--- src/verilog/lfb_pkg.sv ---
// Purpose: Shared constants and carriers for the LCD frame and blink controller
// Assumes: APB with 32-bit data, 40 MHz pclk
// Notes:   Register byte address is four times the register index
package lfb_pkg;
   // Register indices and byte addresses
   localparam logic [7:0]  IDX_PRIMARY = 8'h95;
   localparam logic [7:0]  IDX_CLKBLK  = 8'h96;
   localparam logic [7:0]  IDX_FRMUPD  = 8'hB1;
   localparam logic [7:0]  IDX_STATUS  = 8'hB8;
   localparam logic [7:0]  IDX_MASK    = 8'hB9;
   localparam logic [11:0] ADDR_PRIMARY = {2'b00, IDX_PRIMARY, 2'b00};
   localparam logic [11:0] ADDR_CLKBLK  = {2'b00, IDX_CLKBLK, 2'b00};
   localparam logic [11:0] ADDR_FRMUPD  = {2'b00, IDX_FRMUPD, 2'b00};
   localparam logic [11:0] ADDR_STATUS  = {2'b00, IDX_STATUS, 2'b00};
   localparam logic [11:0] ADDR_MASK    = {2'b00, IDX_MASK, 2'b00};

   // Reset values
   localparam logic [7:0] RST_PRIMARY = 8'h00;
   localparam logic [7:0] RST_CLKBLK  = 8'h00;
   localparam logic [7:0] RST_FRMUPD  = 8'h00;
   localparam logic [1:0] RST_MASK    = 2'b00;

   // Frame update control fields
   localparam int FU_INV  = 6;
   localparam int FU_UPD  = 1;
   localparam int FU_HOLD = 0;
   localparam logic [7:0] FU_WMASK = 8'h41;

   // Clock and blink config fields
   localparam int CB_SRC_HI  = 7;
   localparam int CB_SRC_LO  = 6;
   localparam int CB_RATE_HI = 5;
   localparam int CB_RATE_LO = 4;
   localparam int CB_FD_HI   = 3;
   localparam int CB_FD_LO   = 0;

   // Primary config fields (subset used here)
   localparam int PC_BLINK  = 5;
   localparam int PC_CLKSEL = 3;
   localparam int PC_MUX_HI = 1;
   localparam int PC_MUX_LO = 0;
   localparam logic [7:0] PC_WMASK = 8'h2B;

   // Status and mask bits
   localparam int ST_UPD   = 0;
   localparam int ST_FRAME = 1;

   // Blink source and multiplex codes
   localparam logic [1:0] BLK_SW_OFF = 2'b00;
   localparam logic [1:0] BLK_SW_ON  = 2'b01;
   localparam logic [1:0] BLK_FIXED  = 2'b10;
   localparam logic [1:0] BLK_RATE   = 2'b11;
   localparam logic [1:0] MUX_3      = 2'b10;
   localparam logic [1:0] MUX_4      = 2'b11;

   // Timing: LCD base clock from pclk
   localparam int CLK_HZ        = 40000000;
   localparam int LCD_BASE_HZ   = 2048;
   localparam int LCD_TICK_CYC  = CLK_HZ / LCD_BASE_HZ;
   localparam logic [3:0] SLOW_DIV_LAST = 4'hF;

   // Blink half periods, in base ticks
   localparam logic [12:0] BLK_HALF_2HZ  = 13'h0200;
   localparam logic [12:0] BLK_HALF_1HZ  = 13'h0400;
   localparam logic [12:0] BLK_HALF_H2HZ = 13'h0800;
   localparam logic [12:0] BLK_HALF_H3HZ = 13'h0C00;
   localparam logic [12:0] BLK_HALF_H4HZ = 13'h1000;

   // Drive divisors for frame divider code 0
   localparam logic [7:0] DIV0_MUX2 = 8'h80;
   localparam logic [7:0] DIV0_MUX34 = 8'h40;
   // Three-way code 1 drives at 2048/6, not the four-way 2048/4
   localparam logic [7:0] DIV1_MUX3 = 8'h06;

   typedef struct packed {
      logic       drive_tick;
      logic       frame_start;
      logic [1:0] com_phase;
      logic       frame_invert;
      logic       display_on;
      logic       load_strobe;
      logic       mem_hold;
   } lfb_drive_s;
endpackage

--- src/verilog/lfb_ctrl.sv ---
// Purpose: LCD frame timing, blink and display memory handover control
// Assumes: APB slave on pclk; no other clock domain
// Notes:   Zero-wait APB; 128 Hz source reuses the 2048 Hz divisor formulas
// Operation
// [RL1] Software keeps config bit seven zero
// [RL2] Inversion enabled: invert alternate frames
// [RL3] Software keeps config bits five to two zero
// [RL4] Set update flag after load and frame start
// [RL5] Hold bit set: stop taking display data
// [RL6] Hold cleared: load at next frame boundary
// [RL7] Software sets hold, rewrites, then clears
// [RL8] Blink source 00: display held off
// [RL9] Blink source 01: display held on
// [RL10] Blink source 10: fixed two hertz blink
// [RL11] Blink source 11: rate from rate field
// [RL12] Rate field: 1, 1/2, 1/3, 1/4 hertz
// [RL13] Frame divider sets frame rate, default zero
// [RL14] Two-way mux: drive 2048/(4(code+1)); code 0 here drives 2048/128
// [RL15] Four-way mux: drive 2048/(2(code+1)); code 0 here drives 2048/64
// [RL16] Software avoids out-of-range divider codes
// [RL17] Blink settings act only with blink enable
// [RL18] Three-way mux: four-way drive, third frame; code 1 here drives 2048/6 and frames every second step
`timescale 1ns/1ps
`default_nettype none
module lfb_ctrl #(
   parameter int TICK_CYC = lfb_pkg::LCD_TICK_CYC
) (
   // Clock and reset
   input  wire logic                 pclk,
   input  wire logic                 presetn,
   // APB slave
   input  wire logic                 psel,
   input  wire logic                 penable,
   input  wire logic                 pwrite,
   input  wire logic [11:0]          paddr,
   input  wire logic [31:0]          pwdata,
   output var  logic [31:0]          prdata,
   output var  logic                 pready,
   output var  logic                 pslverr,
   // LCD drive control
   output var  lfb_pkg::lfb_drive_s  drive,
   // Interrupt
   output var  logic                 irq
);
   typedef struct packed {
      logic        pready;
      logic        pslverr;
      logic [31:0] prdata;
      logic [7:0]  frmupd;
      logic [7:0]  clkblk;
      logic [7:0]  primary;
      logic [1:0]  mask;
      logic [1:0]  stat;
      logic        irq;
      logic [14:0] pre_cnt;
      logic [3:0]  slow_cnt;
      logic [7:0]  div_cnt;
      logic        load_pend;
      logic [12:0] blk_cnt;
      logic        blk_phase;
      lfb_pkg::lfb_drive_s drv;
   } lfb_state_s;

   localparam logic [14:0] TICK_LAST = 15'(TICK_CYC - 1);

   lfb_state_s st_ff;
   lfb_state_s nxt_st;

   logic        base_tick;
   logic        lcd_tick;
   logic [3:0]  fd_code;
   logic [4:0]  fd_plus;
   logic [1:0]  mux;
   logic [7:0]  drive_div;
   logic [1:0]  last_phase;
   logic [12:0] blk_half;
   logic        setup;
   logic        access;
   logic        hit;
   logic [7:0]  rd_val;

   always_comb begin
      fd_code  = st_ff.clkblk[lfb_pkg::CB_FD_HI:lfb_pkg::CB_FD_LO];
      mux      = st_ff.primary[lfb_pkg::PC_MUX_HI:lfb_pkg::PC_MUX_LO];
      base_tick = (st_ff.pre_cnt >= TICK_LAST);
      // 128 Hz source is every sixteenth base tick
      lcd_tick = base_tick &
                 (!st_ff.primary[lfb_pkg::PC_CLKSEL] || st_ff.slow_cnt == lfb_pkg::SLOW_DIV_LAST);
      // Five bits so code 15 does not wrap to a zero divisor
      fd_plus = {1'b0, fd_code} + 5'h01;
      // Drive divisor per multiplex level and divider code
      if (mux == lfb_pkg::MUX_3 || mux == lfb_pkg::MUX_4) begin
         if (fd_code == 4'h0) begin
            drive_div = lfb_pkg::DIV0_MUX34; // [RL15] [RL18]
         end else if (mux == lfb_pkg::MUX_3 && fd_code == 4'h1) begin
            drive_div = lfb_pkg::DIV1_MUX3; // [RL18]
         end else begin
            drive_div = {2'b00, fd_plus, 1'b0}; // [RL15] [RL18]
         end
      end else begin
         if (fd_code == 4'h0) begin
            drive_div = lfb_pkg::DIV0_MUX2; // [RL14]
         end else begin
            drive_div = {1'b0, fd_plus, 2'b00}; // [RL14]
         end
      end
      // Drive ticks per frame equal the number of commons, except three-way code 1, which takes two
      unique case (mux)
         lfb_pkg::MUX_4: last_phase = 2'd3; // [RL15]
         lfb_pkg::MUX_3: begin
            // Code 1 frames after two drive steps
            if (fd_code == 4'h1) begin
               last_phase = 2'd1; // [RL18]
            end else begin
               last_phase = 2'd2; // [RL18]
            end
         end
         default:        last_phase = 2'd1; // [RL14]
      endcase
      if (st_ff.clkblk[lfb_pkg::CB_SRC_HI:lfb_pkg::CB_SRC_LO] == lfb_pkg::BLK_FIXED) begin
         blk_half = lfb_pkg::BLK_HALF_2HZ; // [RL10]
      end else begin
         unique case (st_ff.clkblk[lfb_pkg::CB_RATE_HI:lfb_pkg::CB_RATE_LO]) // [RL11] [RL12]
            2'b00: blk_half = lfb_pkg::BLK_HALF_1HZ;
            2'b01: blk_half = lfb_pkg::BLK_HALF_H2HZ;
            2'b10: blk_half = lfb_pkg::BLK_HALF_H3HZ;
            2'b11: blk_half = lfb_pkg::BLK_HALF_H4HZ;
         endcase
      end
   end

   // APB decode
   always_comb begin
      setup  = psel & ~penable;
      access = psel & penable & st_ff.pready;
      hit    = 1'b1;
      rd_val = 8'h00;
      unique case (paddr)
         lfb_pkg::ADDR_PRIMARY: rd_val = st_ff.primary;
         lfb_pkg::ADDR_CLKBLK:  rd_val = st_ff.clkblk;
         lfb_pkg::ADDR_FRMUPD:  rd_val = st_ff.frmupd;
         lfb_pkg::ADDR_STATUS:  rd_val = {6'h00, st_ff.stat};
         lfb_pkg::ADDR_MASK:    rd_val = {6'h00, st_ff.mask};
         default:               hit = 1'b0;
      endcase
   end

   always_comb begin
      nxt_st = st_ff;
      nxt_st.drv.drive_tick  = 1'b0;
      nxt_st.drv.frame_start = 1'b0;
      nxt_st.drv.load_strobe = 1'b0;

      // Bus: one wait-free access phase after each setup
      if (setup) begin
         nxt_st.pready  = 1'b1;
         nxt_st.pslverr = ~hit;
         nxt_st.prdata  = {24'h00_0000, rd_val};
      end else if (access) begin
         nxt_st.pready  = 1'b0;
         nxt_st.pslverr = 1'b0;
         if (pwrite) begin
            unique case (paddr)
               lfb_pkg::ADDR_PRIMARY: nxt_st.primary = pwdata[7:0] & lfb_pkg::PC_WMASK;
               lfb_pkg::ADDR_CLKBLK:  nxt_st.clkblk = pwdata[7:0]; // [RL13]
               lfb_pkg::ADDR_FRMUPD: begin
                  // Reserved bits dropped; flag only cleared by writing zero
                  nxt_st.frmupd = (pwdata[7:0] & lfb_pkg::FU_WMASK) |
                                  {6'h00, st_ff.frmupd[lfb_pkg::FU_UPD] & pwdata[lfb_pkg::FU_UPD], 1'b0}; // [RL1] [RL3]
               end
               lfb_pkg::ADDR_MASK:    nxt_st.mask = pwdata[1:0];
               default: ;
            endcase
         end else if (paddr == lfb_pkg::ADDR_STATUS) begin
            nxt_st.stat = 2'b00;
         end
      end
      nxt_st.drv.mem_hold = nxt_st.frmupd[lfb_pkg::FU_HOLD];

      // LCD base clock
      if (base_tick) begin
         nxt_st.pre_cnt  = 15'h0000;
         nxt_st.slow_cnt = st_ff.slow_cnt + 4'h1;
      end else begin
         nxt_st.pre_cnt = st_ff.pre_cnt + 15'h0001;
      end

      // Drive divider; >= keeps a shrinking divisor from overrunning
      if (lcd_tick) begin
         if (st_ff.div_cnt >= drive_div - 8'h01) begin
            nxt_st.div_cnt = 8'h00;
            nxt_st.drv.drive_tick = 1'b1; // [RL13]
         end else begin
            nxt_st.div_cnt = st_ff.div_cnt + 8'h01;
         end
      end

      // Hold defers any load until after the release
      if (st_ff.frmupd[lfb_pkg::FU_HOLD]) begin
         nxt_st.load_pend = 1'b1; // [RL5]
      end

      if (nxt_st.drv.drive_tick) begin
         if (st_ff.drv.com_phase >= last_phase) begin
            nxt_st.drv.com_phase   = 2'd0;
            nxt_st.drv.frame_start = 1'b1;
            nxt_st.stat[lfb_pkg::ST_FRAME] = 1'b1;
            nxt_st.drv.frame_invert = st_ff.frmupd[lfb_pkg::FU_INV] & ~st_ff.drv.frame_invert; // [RL2]
            if (!st_ff.frmupd[lfb_pkg::FU_HOLD]) begin
               nxt_st.drv.load_strobe = 1'b1; // [RL5] [RL6]
               if (st_ff.load_pend) begin
                  nxt_st.load_pend = 1'b0;
                  nxt_st.frmupd[lfb_pkg::FU_UPD] = 1'b1; // [RL4]
                  nxt_st.stat[lfb_pkg::ST_UPD]   = 1'b1;
               end
            end
         end else begin
            nxt_st.drv.com_phase = st_ff.drv.com_phase + 2'd1;
         end
      end

      // Clearing the enable ends inversion at once, not a frame later
      if (!st_ff.frmupd[lfb_pkg::FU_INV]) begin
         nxt_st.drv.frame_invert = 1'b0; // [RL2]
      end

      // Blink pacing on the 2048 Hz base
      if (base_tick) begin
         if (st_ff.blk_cnt >= blk_half - 13'h0001) begin
            nxt_st.blk_cnt   = 13'h0000;
            nxt_st.blk_phase = ~st_ff.blk_phase;
         end else begin
            nxt_st.blk_cnt = st_ff.blk_cnt + 13'h0001;
         end
      end
      if (!st_ff.primary[lfb_pkg::PC_BLINK]) begin
         nxt_st.drv.display_on = 1'b1; // [RL17]
      end else begin
         unique case (st_ff.clkblk[lfb_pkg::CB_SRC_HI:lfb_pkg::CB_SRC_LO])
            lfb_pkg::BLK_SW_OFF: nxt_st.drv.display_on = 1'b0; // [RL8]
            lfb_pkg::BLK_SW_ON:  nxt_st.drv.display_on = 1'b1; // [RL9]
            default:             nxt_st.drv.display_on = ~st_ff.blk_phase; // [RL10] [RL11]
         endcase
      end

      nxt_st.irq = |(nxt_st.stat & nxt_st.mask);
   end

   always_ff @(posedge pclk or negedge presetn) begin
      if (!presetn) begin
         st_ff         <= '0;
         st_ff.frmupd  <= lfb_pkg::RST_FRMUPD;
         st_ff.clkblk  <= lfb_pkg::RST_CLKBLK;
         st_ff.primary <= lfb_pkg::RST_PRIMARY;
         st_ff.mask    <= lfb_pkg::RST_MASK;
         st_ff.drv.display_on <= 1'b1;
      end else begin
         st_ff <= nxt_st;
      end
   end

   assign prdata  = st_ff.prdata;
   assign pready  = st_ff.pready;
   assign pslverr = st_ff.pslverr;
   assign drive   = st_ff.drv;
   assign irq     = st_ff.irq;
endmodule
`default_nettype wire

--- config.mk ---
export PLATFORM = sky130hd
export DESIGN_NAME = lfb_ctrl
export DESIGN_NICKNAME = d
export VERILOG_FILES = /design/src/verilog/lfb_pkg.sv /design/src/verilog/lfb_ctrl.sv
export SDC_FILE = /design/constraint.sdc
export NUM_CORES = 1
export LEC_CHECK = 0
export ABC_AREA = 1
export BUFFER_PORTS_ARGS = -buffer_cell sky130_fd_sc_hd__buf_2
export CORE_MARGIN = 4
export CORE_UTILIZATION = 61
export CTS_BUF_LIST = sky130_fd_sc_hd__clkbuf_8 sky130_fd_sc_hd__clkbuf_16
export CTS_CLUSTER_DIAMETER = 30
export CTS_CLUSTER_SIZE = 8
export DETAILED_ROUTE_END_ITERATION = 16
export GPL_TIMING_DRIVEN = 0
export PLACE_DENSITY = 0.84
export SLEW_MARGIN = 0
export SYNTH_ARGS = -nofsm -noshare
export SYNTH_HDL_FRONTEND = slang
export SYNTH_SLANG_ARGS = --single-unit
--- constraint.sdc ---
create_clock -name pclk -period 5.8 [get_ports pclk]
set_input_delay 0.29 -clock pclk [delete_from_list [all_inputs] [get_ports pclk]]
set_output_delay 0.29 -clock pclk [all_outputs]
set_load 0.05 [all_outputs]
==> summary.md, run 1 <==
| Metric | Value |
|---|---|
| Initial antenna violation count | `0` |
| Setup Fix Bufs, Post-CTS | `0` |
| DIE HEIGHT | `97.50 um` |
| FILL cells | `632` |
| Met3 wire length | `623 um` |
| CTS tree | `done` |
| P&R area growth vs syn | `13.96%` |
| Leakage power | `2.925 nW` |
| Status | `finished clean` |
| CTS clock-pin slew for the worst setup and hold paths | `0.09 ns` |
| Core Area | `7767 um2` |
| WL met2 | `5283 um` |
| DP Cell Count | `784` |
| HP Class | `in2reg` |
| I/O Buffers | `43` |
| Yosys top cell area share | `39.95%` |
| Die Area | `9505 um2` |
| Share of layout cells above drive strength 1 | `18.74%` |
| Maximum vdd drop | `0.1559 mV` |
| Routed Antenna Nets | `0` |
| Largest cells by area after synthesis | `dfrtp_1 (40%), nand2_1 (9.9%), ha_1 (6.4%)` |
| Layout Nets | `768` |
| CTS buffer count | `9` |
| Post-synthesis instance total | `615` |
| Flop2flop setup slack | `2.43 ns` |
| # DRC | `0` |
| Via count | `4,180` |
| Dominant cell type by area after synthesis | `dfrtp_1` |
| Crit Path Class | `reg2reg` |
| Reg-to-Reg End | `irq` |
| Setup crit start kind | `register` |
| 1st-pass router iterations | `6` |
| YS warnings | `0` |
| PwrDens | `197.6 nW/um2` |
| CP required | `6.05 ns` |
| RSZ-0062 raised after global routing | `false` |
| Slew Viols, Final | `0` |
| Gpl congestion | `0.9645` |
| Vias in the first global route | `4,026` |
| GRT overflow | `0` |
| Root Buffer | `clkbuf_8` |
| WHS Endpoint | `fd_code[2]` |
| Standard-cell rows | `32` |
| Hold_sp | `pwdata[2]` |
| Syn avg cell area | `7.945 um2` |
| CP arrival | `3.62 ns` |
| Highest metal used | `met4` |
| Final instance area | `5568 um2` |
| Final HPWL DP | `7833 um` |
| Worst hold path depth | `2` |
| Maxcap violations | `0` |
| Worst hold margin | `0.1707 ns` |
| Total power | `1.100 mW` |
| I/O pin count | `92` |
| Overall routing resource usage | `22.33%` |
| Worst-path maximum fanout | `7` |
| Routed wire length | `10,190 um` |
| Global-route wire length before repair | `17,730 um` |
| CTS Buffer Depth | `2` |
| Fin crit share | `58.12%` |
| Worst-Skew Late Latency | `0.36 ns` |
| Setup TNS | `0 ns` |
| WL/cell | `12.73 um` |
| DRT iter0 DRCs | `249` |
| Setup violators final | `0` |
| WL met1 | `4094 um` |
| Seq/Total Area, Yosys | `40.49%` |
| Final Non-Filler Cells | `801` |
| R2r worst-path depth | `19` |
| Final Hold Viols | `0` |
| Area after DPL | `5345 um2` |
| CP endpoint kind | `register` |
| Sink Count | `79` |
| Die X | `97.50 um` |
| Vias/cell | `5.218` |
| Post-layout min period | `3.371 ns` |
| Max Fclk | `296.7 MHz` |
| Antenna Cells | `0` |
| Skew final | `0.01197 ns` |
| #FFs+latches synth | `79` |
| Initial core utilization | `62.90%` |
| H-tree depth | `3` |
| Post-synthesis instance area | `4886 um2` |
| Largest net degree at the start of global routing | `74` |
| Post-synthesis cell type count | `42` |
| RR Startpoint | `fd_code[1]` |
[per-layer routing]
metal / global-route usage [%] / vias up
met2: 38.80 / 130
met4: 7.455 / 0
met5: 0 / -
li1: - / 2084
met3: 4.882 / 22
met1: 27.47 / 1944
[flip-flops by register name, summed over array words and instances (netlist names)]
name	cells
st_ff	55
prdata	8
drive	7
fd_code	4
mux	2
irq	1
pready	1
pslverr	1
[placed cells by master, fill, tap and decap left out, types with 5 or more instances in the layout]
cell	count
nor3_1	10
xor2_1	16
xnor2_1	5
nand4_1	8
o31ai_1	9
ha_1	25
a21oi_1	26
clkbuf_8	9
nor2_1	68
nor2_2	9
dfrtp_1	78
buf_2	42
conb_1	24
nand2_1	129
inv_1	75
buf_4	42
nand3_1	35
o21ai_0	38
[cell families (layout without fill, tap and decap cells)]
kind of cell | count (synthesis) | after routing | share of synthesized area [%]
and+or+nand+nor | 276 | 276 | 25.27
buffers and inverters | 123 | 184 | 13.06
AOI/OAI and AO/OA | 87 | 87 | 10.24
DFF | 79 | 79 | 40.49
adders and majority gates | 25 | 25 | 6.402
xor gates and xnor gates | 21 | 21 | 3.764
muxes | 3 | 3 | 0.6914
other | 1 | 24 | 0.07675
[how the worst max path moves through the flow]
stage	startpoint	cells past startpoint	endpoint	slack [ns]
finish	fd_code[1]	19	irq	2.43
global route	fd_code[1]	19	irq	2.03
CTS	fd_code[1]	19	irq	2.41
detailed placement	fd_code[1]	19	irq	2.45
global placement	fd_code[1]	19	irq	2.62
floorplan	fd_code[1]	19	irq	3.02
[synth_stat cells (all sizes together)]
cell	count
o211ai	1
a21oi	26
nand3b	1
ha	25
a21boi	1
a31oi	2
o21ai	40
xnor2	5
mux2	3
inv	76
nor2	80
o22ai	2
nor4	2
o31ai	10
dfstp	1
and3	1
nor3	10
o21bai	2
nor3b	3
xor2	16
nand4	9
buf	44
o21a	2
clkbuf	3
a21o	1
nand2	133
conb	1
nand3	37
dfrtp	78
[critical path, cell delays in order (launching register included)]
cell and delay, ns:
dfrtp_1 0.42, inv_1 0.12, ha_1 0.14, nor3b_1 0.27, nand2_1 0.15, nand2_1 0.08
nand3_1 0.15, ha_1 0.30, nand2_1 0.12, xor2_1 0.20, ha_1 0.28, a21oi_1 0.15
o21a_1 0.12, nand2_1 0.17, inv_1 0.26, nor2_8 0.08, nand2_1 0.06, nand2_1 0.06
nand2_1 0.06, nand2_1 0.05
[power breakdown]
group          switching [mW]  internal (mW)
clock network           0.203          0.240
registers             0.00212          0.554
logic                  0.0739         0.0279
[stage by stage]
| step | setup WS (ns) | utilization (%) |
|---|---|---|
| global route | 2.034 | 71.68 |
| global placement | 2.624 | 68.43 |
| CTS | 2.414 | 71.68 |
| finish | 2.429 | 71.68 |
| floorplan | 3.017 | - |
| detailed placement | 2.452 | 68.81 |
[layout make-up]
class	count	area (um2)	share of cell area (%)
plain buffers	47	352.8	6.337
clock inverters	7	88.84	1.596
repair buffers	45	255.2	4.584
clock buffers	9	123.9	2.225
well taps	102	127.6	2.292
inverters	76	285.3	5.124
multi-input cells	436	2356	42.31
flip-flops and latches	79	1978	35.53
[timing repair]
| action | CTS | global route |
|---|---|---|
| setup endpoints to repair | 0 | 0 |
| resized for setup | 0 | 0 |
| hold buffers | 1 | 0 |
| hold endpoints to repair | 6 | 0 |
Power figures use the tool's default switching activity.
==> run 2, diff against run 1 <==
Settings changed: CORE_UTILIZATION 61 to 56, PLACE_DENSITY 0.84 to 0.77.
Clock period 5.8 ns to 3.2 ns, I/O delays scaled along.
==> summary.md, run 2 (same netlist as run 1, synthesis figures left out) <==
| Metric | Value |
|---|---|
| 1st-pass router iterations | `5 (-1)` |
| Crit path max-delay cell type | `dfrtp_1` |
| Post-layout util | `67.75% (-3.9 points)` |
| Layout Nets | `768 (unchanged)` |
| CTS buffer count | `9 (unchanged)` |
| DIE HEIGHT | `101.4 um (+4.0%)` |
| CP arrival | `3.20 ns (-0.42 ns)` |
| Fin crit share | `92.94% (+35 points)` |
| Leakage power | `2.954 nW (+1.0%)` |
| Maximum vdd drop | `0.2843 mV (+82%)` |
| Vias in the first global route | `4,063 (+0.92%)` |
| Antenna Cells | `0 (unchanged)` |
| Overall routing resource usage | `21.03% (-1.3 points)` |
| Skew final | `0.01561 ns (+0.003642 ns)` |
| Routed Antenna Nets | `0 (unchanged)` |
| Routed wire length | `10,570 um (+3.7%)` |
| Standard-cell rows | `33 (+3.1%)` |
| DP Cell Count | `787 (+0.38%)` |
| H-tree depth | `3 (unchanged)` |
| I/O pin count | `92 (unchanged)` |
| Global-route wire length before repair | `17,340 um (-2.2%)` |
| Worst-path maximum fanout | `7 (unchanged)` |
| Die Area | `10,280 um2 (+8.2%)` |
| Crit Path Class | `reg2reg` |
| Sink Count | `79 (unchanged)` |
| PwrDens | `367.3 nW/um2 (+86%)` |
| RSZ-0062 raised after global routing | `false` |
| Initial core utilization | `58.58% (-4.3 points)` |
| CP required | `3.43 ns (-2.62 ns)` |
| Final HPWL DP | `8100 um (+3.4%)` |
| # DRC | `0 (unchanged)` |
| CTS Buffer Depth | `2 (unchanged)` |
| CTS tree | `done` |
| Final worst slack | `0.2258 ns (-2.203 ns)` |
| CTS clock-pin slew for the worst setup and hold paths | `0.09 ns (about the same)` |
| I/O Buffers | `43 (unchanged)` |
| GRT overflow | `0 (unchanged)` |
| Slew Viols, Final | `0 (unchanged)` |
| WL/cell | `13.14 um (+3.3%)` |
| CP endpoint kind | `register` |
| Worst-Skew Late Latency | `0.35 ns (about the same)` |
| Final Hold Viols | `0 (unchanged)` |
| WP buf/inv | `2 (unchanged)` |
| Max reg flops | `55 (unchanged)` |
| Multi-input logic area | `2406 um2 (+2.1%)` |
| Setup violators final | `0 (unchanged)` |
| Cell mode on critical path | `nand2_1` |
| Gpl congestion | `0.8711 (-9.7%)` |
| Commonest non-fill, non-tap cell in the layout | `nand2_1` |
| Via count | `4,143 (-0.89%)` |
| Flop2flop setup slack | `0.23 ns (-2.20 ns)` |
| CP top delay family | `simple AND/OR/NAND/NOR gates` |
| Core Area | `8341 um2 (+7.4%)` |
| DRT iter0 DRCs | `203 (-18%)` |
| P&R area growth vs syn | `15.65%` |
| Initial antenna violation count | `0 (unchanged)` |
| Share of layout cells above drive strength 1 | `20.03% (+1.3 points)` |
| HP Class | `in2reg` |
| Critical Path Max Stage Delay | `0.42 ns (about the same)` |
| Largest reg by FF count | `st_ff` |
| Die X | `101.4 um (+4.0%)` |
| Vias/cell | `5.153 (-1.3%)` |
| Most frequent cells in the layout | `nand2_1 (128), dfrtp_1 (77), inv_1 (74)` |
| Largest net degree at the start of global routing | `66 (-11%)` |
| Root Buffer | `clkbuf_8` |
| FILL cells | `720 (+14%)` |
| Total power | `2.075 mW (+89%)` |
| Reg area | `1979 um2 (about the same)` |
| Worst hold margin | `0.04273 ns (-0.1279 ns)` |
| Max Fclk | `336.2 MHz (+13%)` |
| Maxcap violations | `0 (unchanged)` |
| Post-layout min period | `2.974 ns (-0.3966 ns)` |
| Setup crit start kind | `register` |
| Final Non-Filler Cells | `804 (+0.37%)` |
| Cells along the critical path | `inv_1 > ha_1 > nor3b_2 > nand2_1 > nand2_1 > nand3_2 > ha_4 > nand2_1 > xor2_1 > ha_1 > a21oi_1 > o21a_1 > nand2_4 > inv_2 > nor2_8 > nand2_1 > nand2_1 > nand2_1 > nand2_1` |
| Pre-CTS setup slack | `-0.02361 ns (-2.475 ns)` |
| Status | `finished clean` |
run 2: power by group:
group          total [mW]  switching, mW  internal (mW)
logic               0.185          0.134         0.0506
clock network       0.883          0.350          0.533
registers            1.01        0.00412           1.00
total                2.08          0.488           1.59
run 2: final timing paths:
kind,from,endpoint,cells past startpoint
setup / recovery,fd_code[1],irq,19
hold / removal,pwdata[4],st_ff[67],2
setup reg to reg,fd_code[1],irq,19
hold reg to reg,st_ff[8],drive[2],1
max in group asynchronous,presetn,drive[2],3
min in group asynchronous,presetn,mux[1],2
run 2: layout make-up:
type / count / area share [%]
clock inverters: 6 / 1.816
well taps: 105 / 2.325
flip-flops and latches: 79 / 35.03
multi-input cells: 436 / 42.58
clock buffers: 10 / 2.436
plain buffers: 47 / 6.244
inverters: 76 / 5.049
repair buffers: 45 / 4.517
run 2: timing repair:
action	4_1_cts	5_1_grt
pin swaps	0	1
setup buffers	0	0
endpoints found under the setup margin	1	9
hold endpoints to repair	14	0
hold buffers	1	0
resized for setup	2	11
run 2: per-stage QoR:
step | instance area, um2 | TNS [ns]
after floorplan | 4972 | 0
after global placement | 5319 | 0
after detailed placement | 5349 | -0.02361
after CTS | 5602 | 0
after global routing | 5650 | 0
final | 5650 | 0
run 2: per-layer routing:
metal | track usage (%) | vias up | wire length [um]
met1 | 25.51 | 1968 | 4499
li1 | - | 2073 | -
met2 | 36.52 | 82 | 5482
met4 | 8.487 | 0 | 188
met5 | 0 | - | 0
met3 | 4.270 | 20 | 397
==> run 3, diff against run 2 <==
Settings changed: BUFFER_PORTS_ARGS -buffer_cell sky130_fd_sc_hd__buf_2 to default, CAP_MARGIN from default to 20, CORE_UTILIZATION 56 to 61, DONT_BUFFER_PORTS from default to 1, PLACE_DENSITY 0.77 to 0.74.
==> summary.md, run 3 (same netlist as run 1, synthesis figures left out) <==
| Metric | Value |
|---|---|
| Final instance area | `5477 um2 (-3.1%)` |
| Setup violators final | `0 (unchanged)` |
| Root Buffer | `clkbuf_8` |
| Die X | `97.50 um (-3.9%)` |
| Final Hold Viols | `0 (unchanged)` |
| Initial core utilization | `62.90% (+4.3 points)` |
| # DRC | `0 (unchanged)` |
| CTS tree | `done` |
| Hold_sp | `pwdata[3]` |
| Via count | `3,910 (-5.6%)` |
| Status | `finished clean` |
| Vias in the first global route | `3,734 (-8.1%)` |
| 1st-pass router iterations | `5 (unchanged)` |
| Fin crit share | `90.95% (-2.0 points)` |
| Skew final | `0.006900 ns (-0.008714 ns)` |
| Crit Path Class | `reg2reg` |
| DIE HEIGHT | `97.50 um (-3.9%)` |
| R2r worst-path depth | `18 (-1)` |
| I/O pin count | `92 (unchanged)` |
| Initial antenna violation count | `0 (unchanged)` |
| FILL cells | `631 (-12%)` |
| Layout Nets | `733 (-4.6%)` |
| Die Area | `9505 um2 (-7.6%)` |
| Share of layout cells above drive strength 1 | `15.06% (-5.0 points)` |
| Largest reg by FF count | `st_ff` |
| RR Startpoint | `fd_code[1]` |
| Setup Fix Bufs, Post-CTS | `0 (unchanged)` |
| CP required | `3.44 ns (about the same)` |
| Global-route wire length before repair | `16,620 um (-4.1%)` |
| CP endpoint kind | `register` |
| Worst-path maximum fanout | `7 (unchanged)` |
| Setup crit start kind | `register` |
| GRT overflow | `0 (unchanged)` |
| Standard-cell rows | `32 (-3.0%)` |
| Cell mode on critical path | `nand2_1` |
| I/O Buffers | `0 (-100%)` |
| Critical Path Max Stage Delay | `0.42 ns (about the same)` |
| CP arrival | `3.15 ns (-0.05 ns)` |
| Routed wire length | `9703 um (-8.2%)` |
| Maxcap violations | `0 (unchanged)` |
| Leakage power | `2.772 nW (-6.2%)` |
| Sink Count | `79 (unchanged)` |
| Worst hold margin | `0.02438 ns (-0.01835 ns)` |
| Flop2flop setup slack | `0.29 ns (+0.06 ns)` |
| P&R area growth vs syn | `12.09%` |
| Worst hold path depth | `2 (unchanged)` |
| Area after DPL | `5100 um2 (-4.7%)` |
| Cells along the critical path | `inv_1 > ha_1 > nand2_1 > o21ai_0 > nand2_1 > ha_4 > nand2_1 > xor2_1 > ha_1 > a21oi_1 > o21a_1 > nand2_4 > inv_2 > nor2_8 > nand2_1 > nand2_1 > nand2_1 > nand2_1` |
| Reg-to-Reg End | `irq` |
| Antenna Cells | `0 (unchanged)` |
| Post-layout util | `70.51% (+2.8 points)` |
| Largest net degree at the start of global routing | `80 (+21%)` |
| WHS Endpoint | `st_ff[58]` |
| HP Class | `in2reg` |
| Max reg flops | `55 (unchanged)` |
| Most frequent cells in the layout | `nand2_1 (127), dfrtp_1 (77), inv_1 (72)` |
| Slew Viols, Final | `0 (unchanged)` |
| PwrDens | `359.1 nW/um2 (-2.2%)` |
| Commonest non-fill, non-tap cell in the layout | `nand2_1` |
| Crit path max-delay cell type | `dfrtp_1` |
| Gpl congestion | `0.9009 (+3.4%)` |
| Max Fclk | `343.6 MHz (+2.2%)` |
| Core Area | `7767 um2 (-6.9%)` |
| DRT iter0 DRCs | `155 (-24%)` |
| Least-Margin Pin Slew | `0.5247 ns` |
| Final HPWL DP | `7213 um (-11%)` |
| CTS buffer count | `9 (unchanged)` |
| Routed Antenna Nets | `0 (unchanged)` |
| Relative slew slack | `65.02%` |
| Overall routing resource usage | `21.11% (+0.079 points)` |
| WL/cell | `12.67 um (-3.6%)` |
| Maximum vdd drop | `0.2452 mV (-14%)` |
| Worst-Skew Late Latency | `0.35 ns (about the same)` |
| Post-layout min period | `2.910 ns (-0.06376 ns)` |
| CTS Buffer Depth | `2 (unchanged)` |
| Vias/cell | `5.104 (-0.94%)` |
| CTS clock-pin slew for the worst setup and hold paths | `0.08 ns (about the same)` |
| H-tree depth | `3 (unchanged)` |
-- run 3: area by class of cell --
class                      instances  area, um2  area share (%)
sequential                        79       1979           36.14
tap                              102      127.6           2.330
multi-input combinational        436       2397           43.77
buffer                            47      352.8           6.443
clock inverter                     4      51.30          0.9367
clock buffer                      12      165.2           3.016
timing repair buffer              10      117.6           2.148
inverter                          76      285.3           5.209
-- run 3: worst max-delay path, delay by kind of cell, from the launching register on --
kind                       cells  cell delay, ns
buffers and inverters          2            0.24
DFF                            1            0.42
xor gates and xnor gates       1            0.18
and+or+nand+nor                9            0.70
adders and majority gates      3            0.81
AOI/OAI and AO/OA              3            0.44
-- run 3: how the worst max path moves through the flow --
stage	cells past startpoint	endpoint	from	slack, ns
5_1_grt	20	irq	fd_code[0]	-0.03
3_3_place_gp	19	irq	fd_code[1]	-0.05
6_report	18	irq	fd_code[1]	0.29
4_1_cts	17	st_ff[72]	fd_code[1]	0.04
3_5_place_dp	19	irq	fd_code[1]	-0.1
2_1_floorplan	19	irq	fd_code[1]	0.42
-- run 3: where the power goes --
part | total, mW | internal, mW | switching, mW
combinational | 0.158 | 0.0431 | 0.115
sequential | 1.02 | 1.00 | 0.0146
clock | 0.791 | 0.426 | 0.365
-- run 3: stage by stage --
| stage | setup WS, ns | power, mW | std cells | TNS, ns |
|---|---|---|---|---|
| 3_5_place_dp | -0.09541 | 1.162 | 740 | -0.1166 |
| 6_report | 0.2896 | 1.967 | 766 | 0 |
| 5_1_grt | -0.03374 | 2.055 | 766 | -0.03374 |
| 4_1_cts | 0.04376 | 1.986 | 766 | 0 |
| 2_1_floorplan | 0.4173 | 1.156 | 638 | 0 |
| 3_3_place_gp | -0.04549 | 1.161 | 740 | -0.04549 |
-- run 3: repair_timing --
item,in CTS,in global routing
hold buffers,10,0
resized for setup,2,11
hold endpoints to repair,93,0
pin swaps,0,1
setup endpoints to repair,4,12
-- run 3: per-layer routing --
layer	up-vias	global-route usage [%]	wire (um)
met2	94	35.16	4776
met5	-	0	0
met4	0	7.774	183
li1	2006	-	-
met3	15	4.379	449
met1	1795	27.13	4294
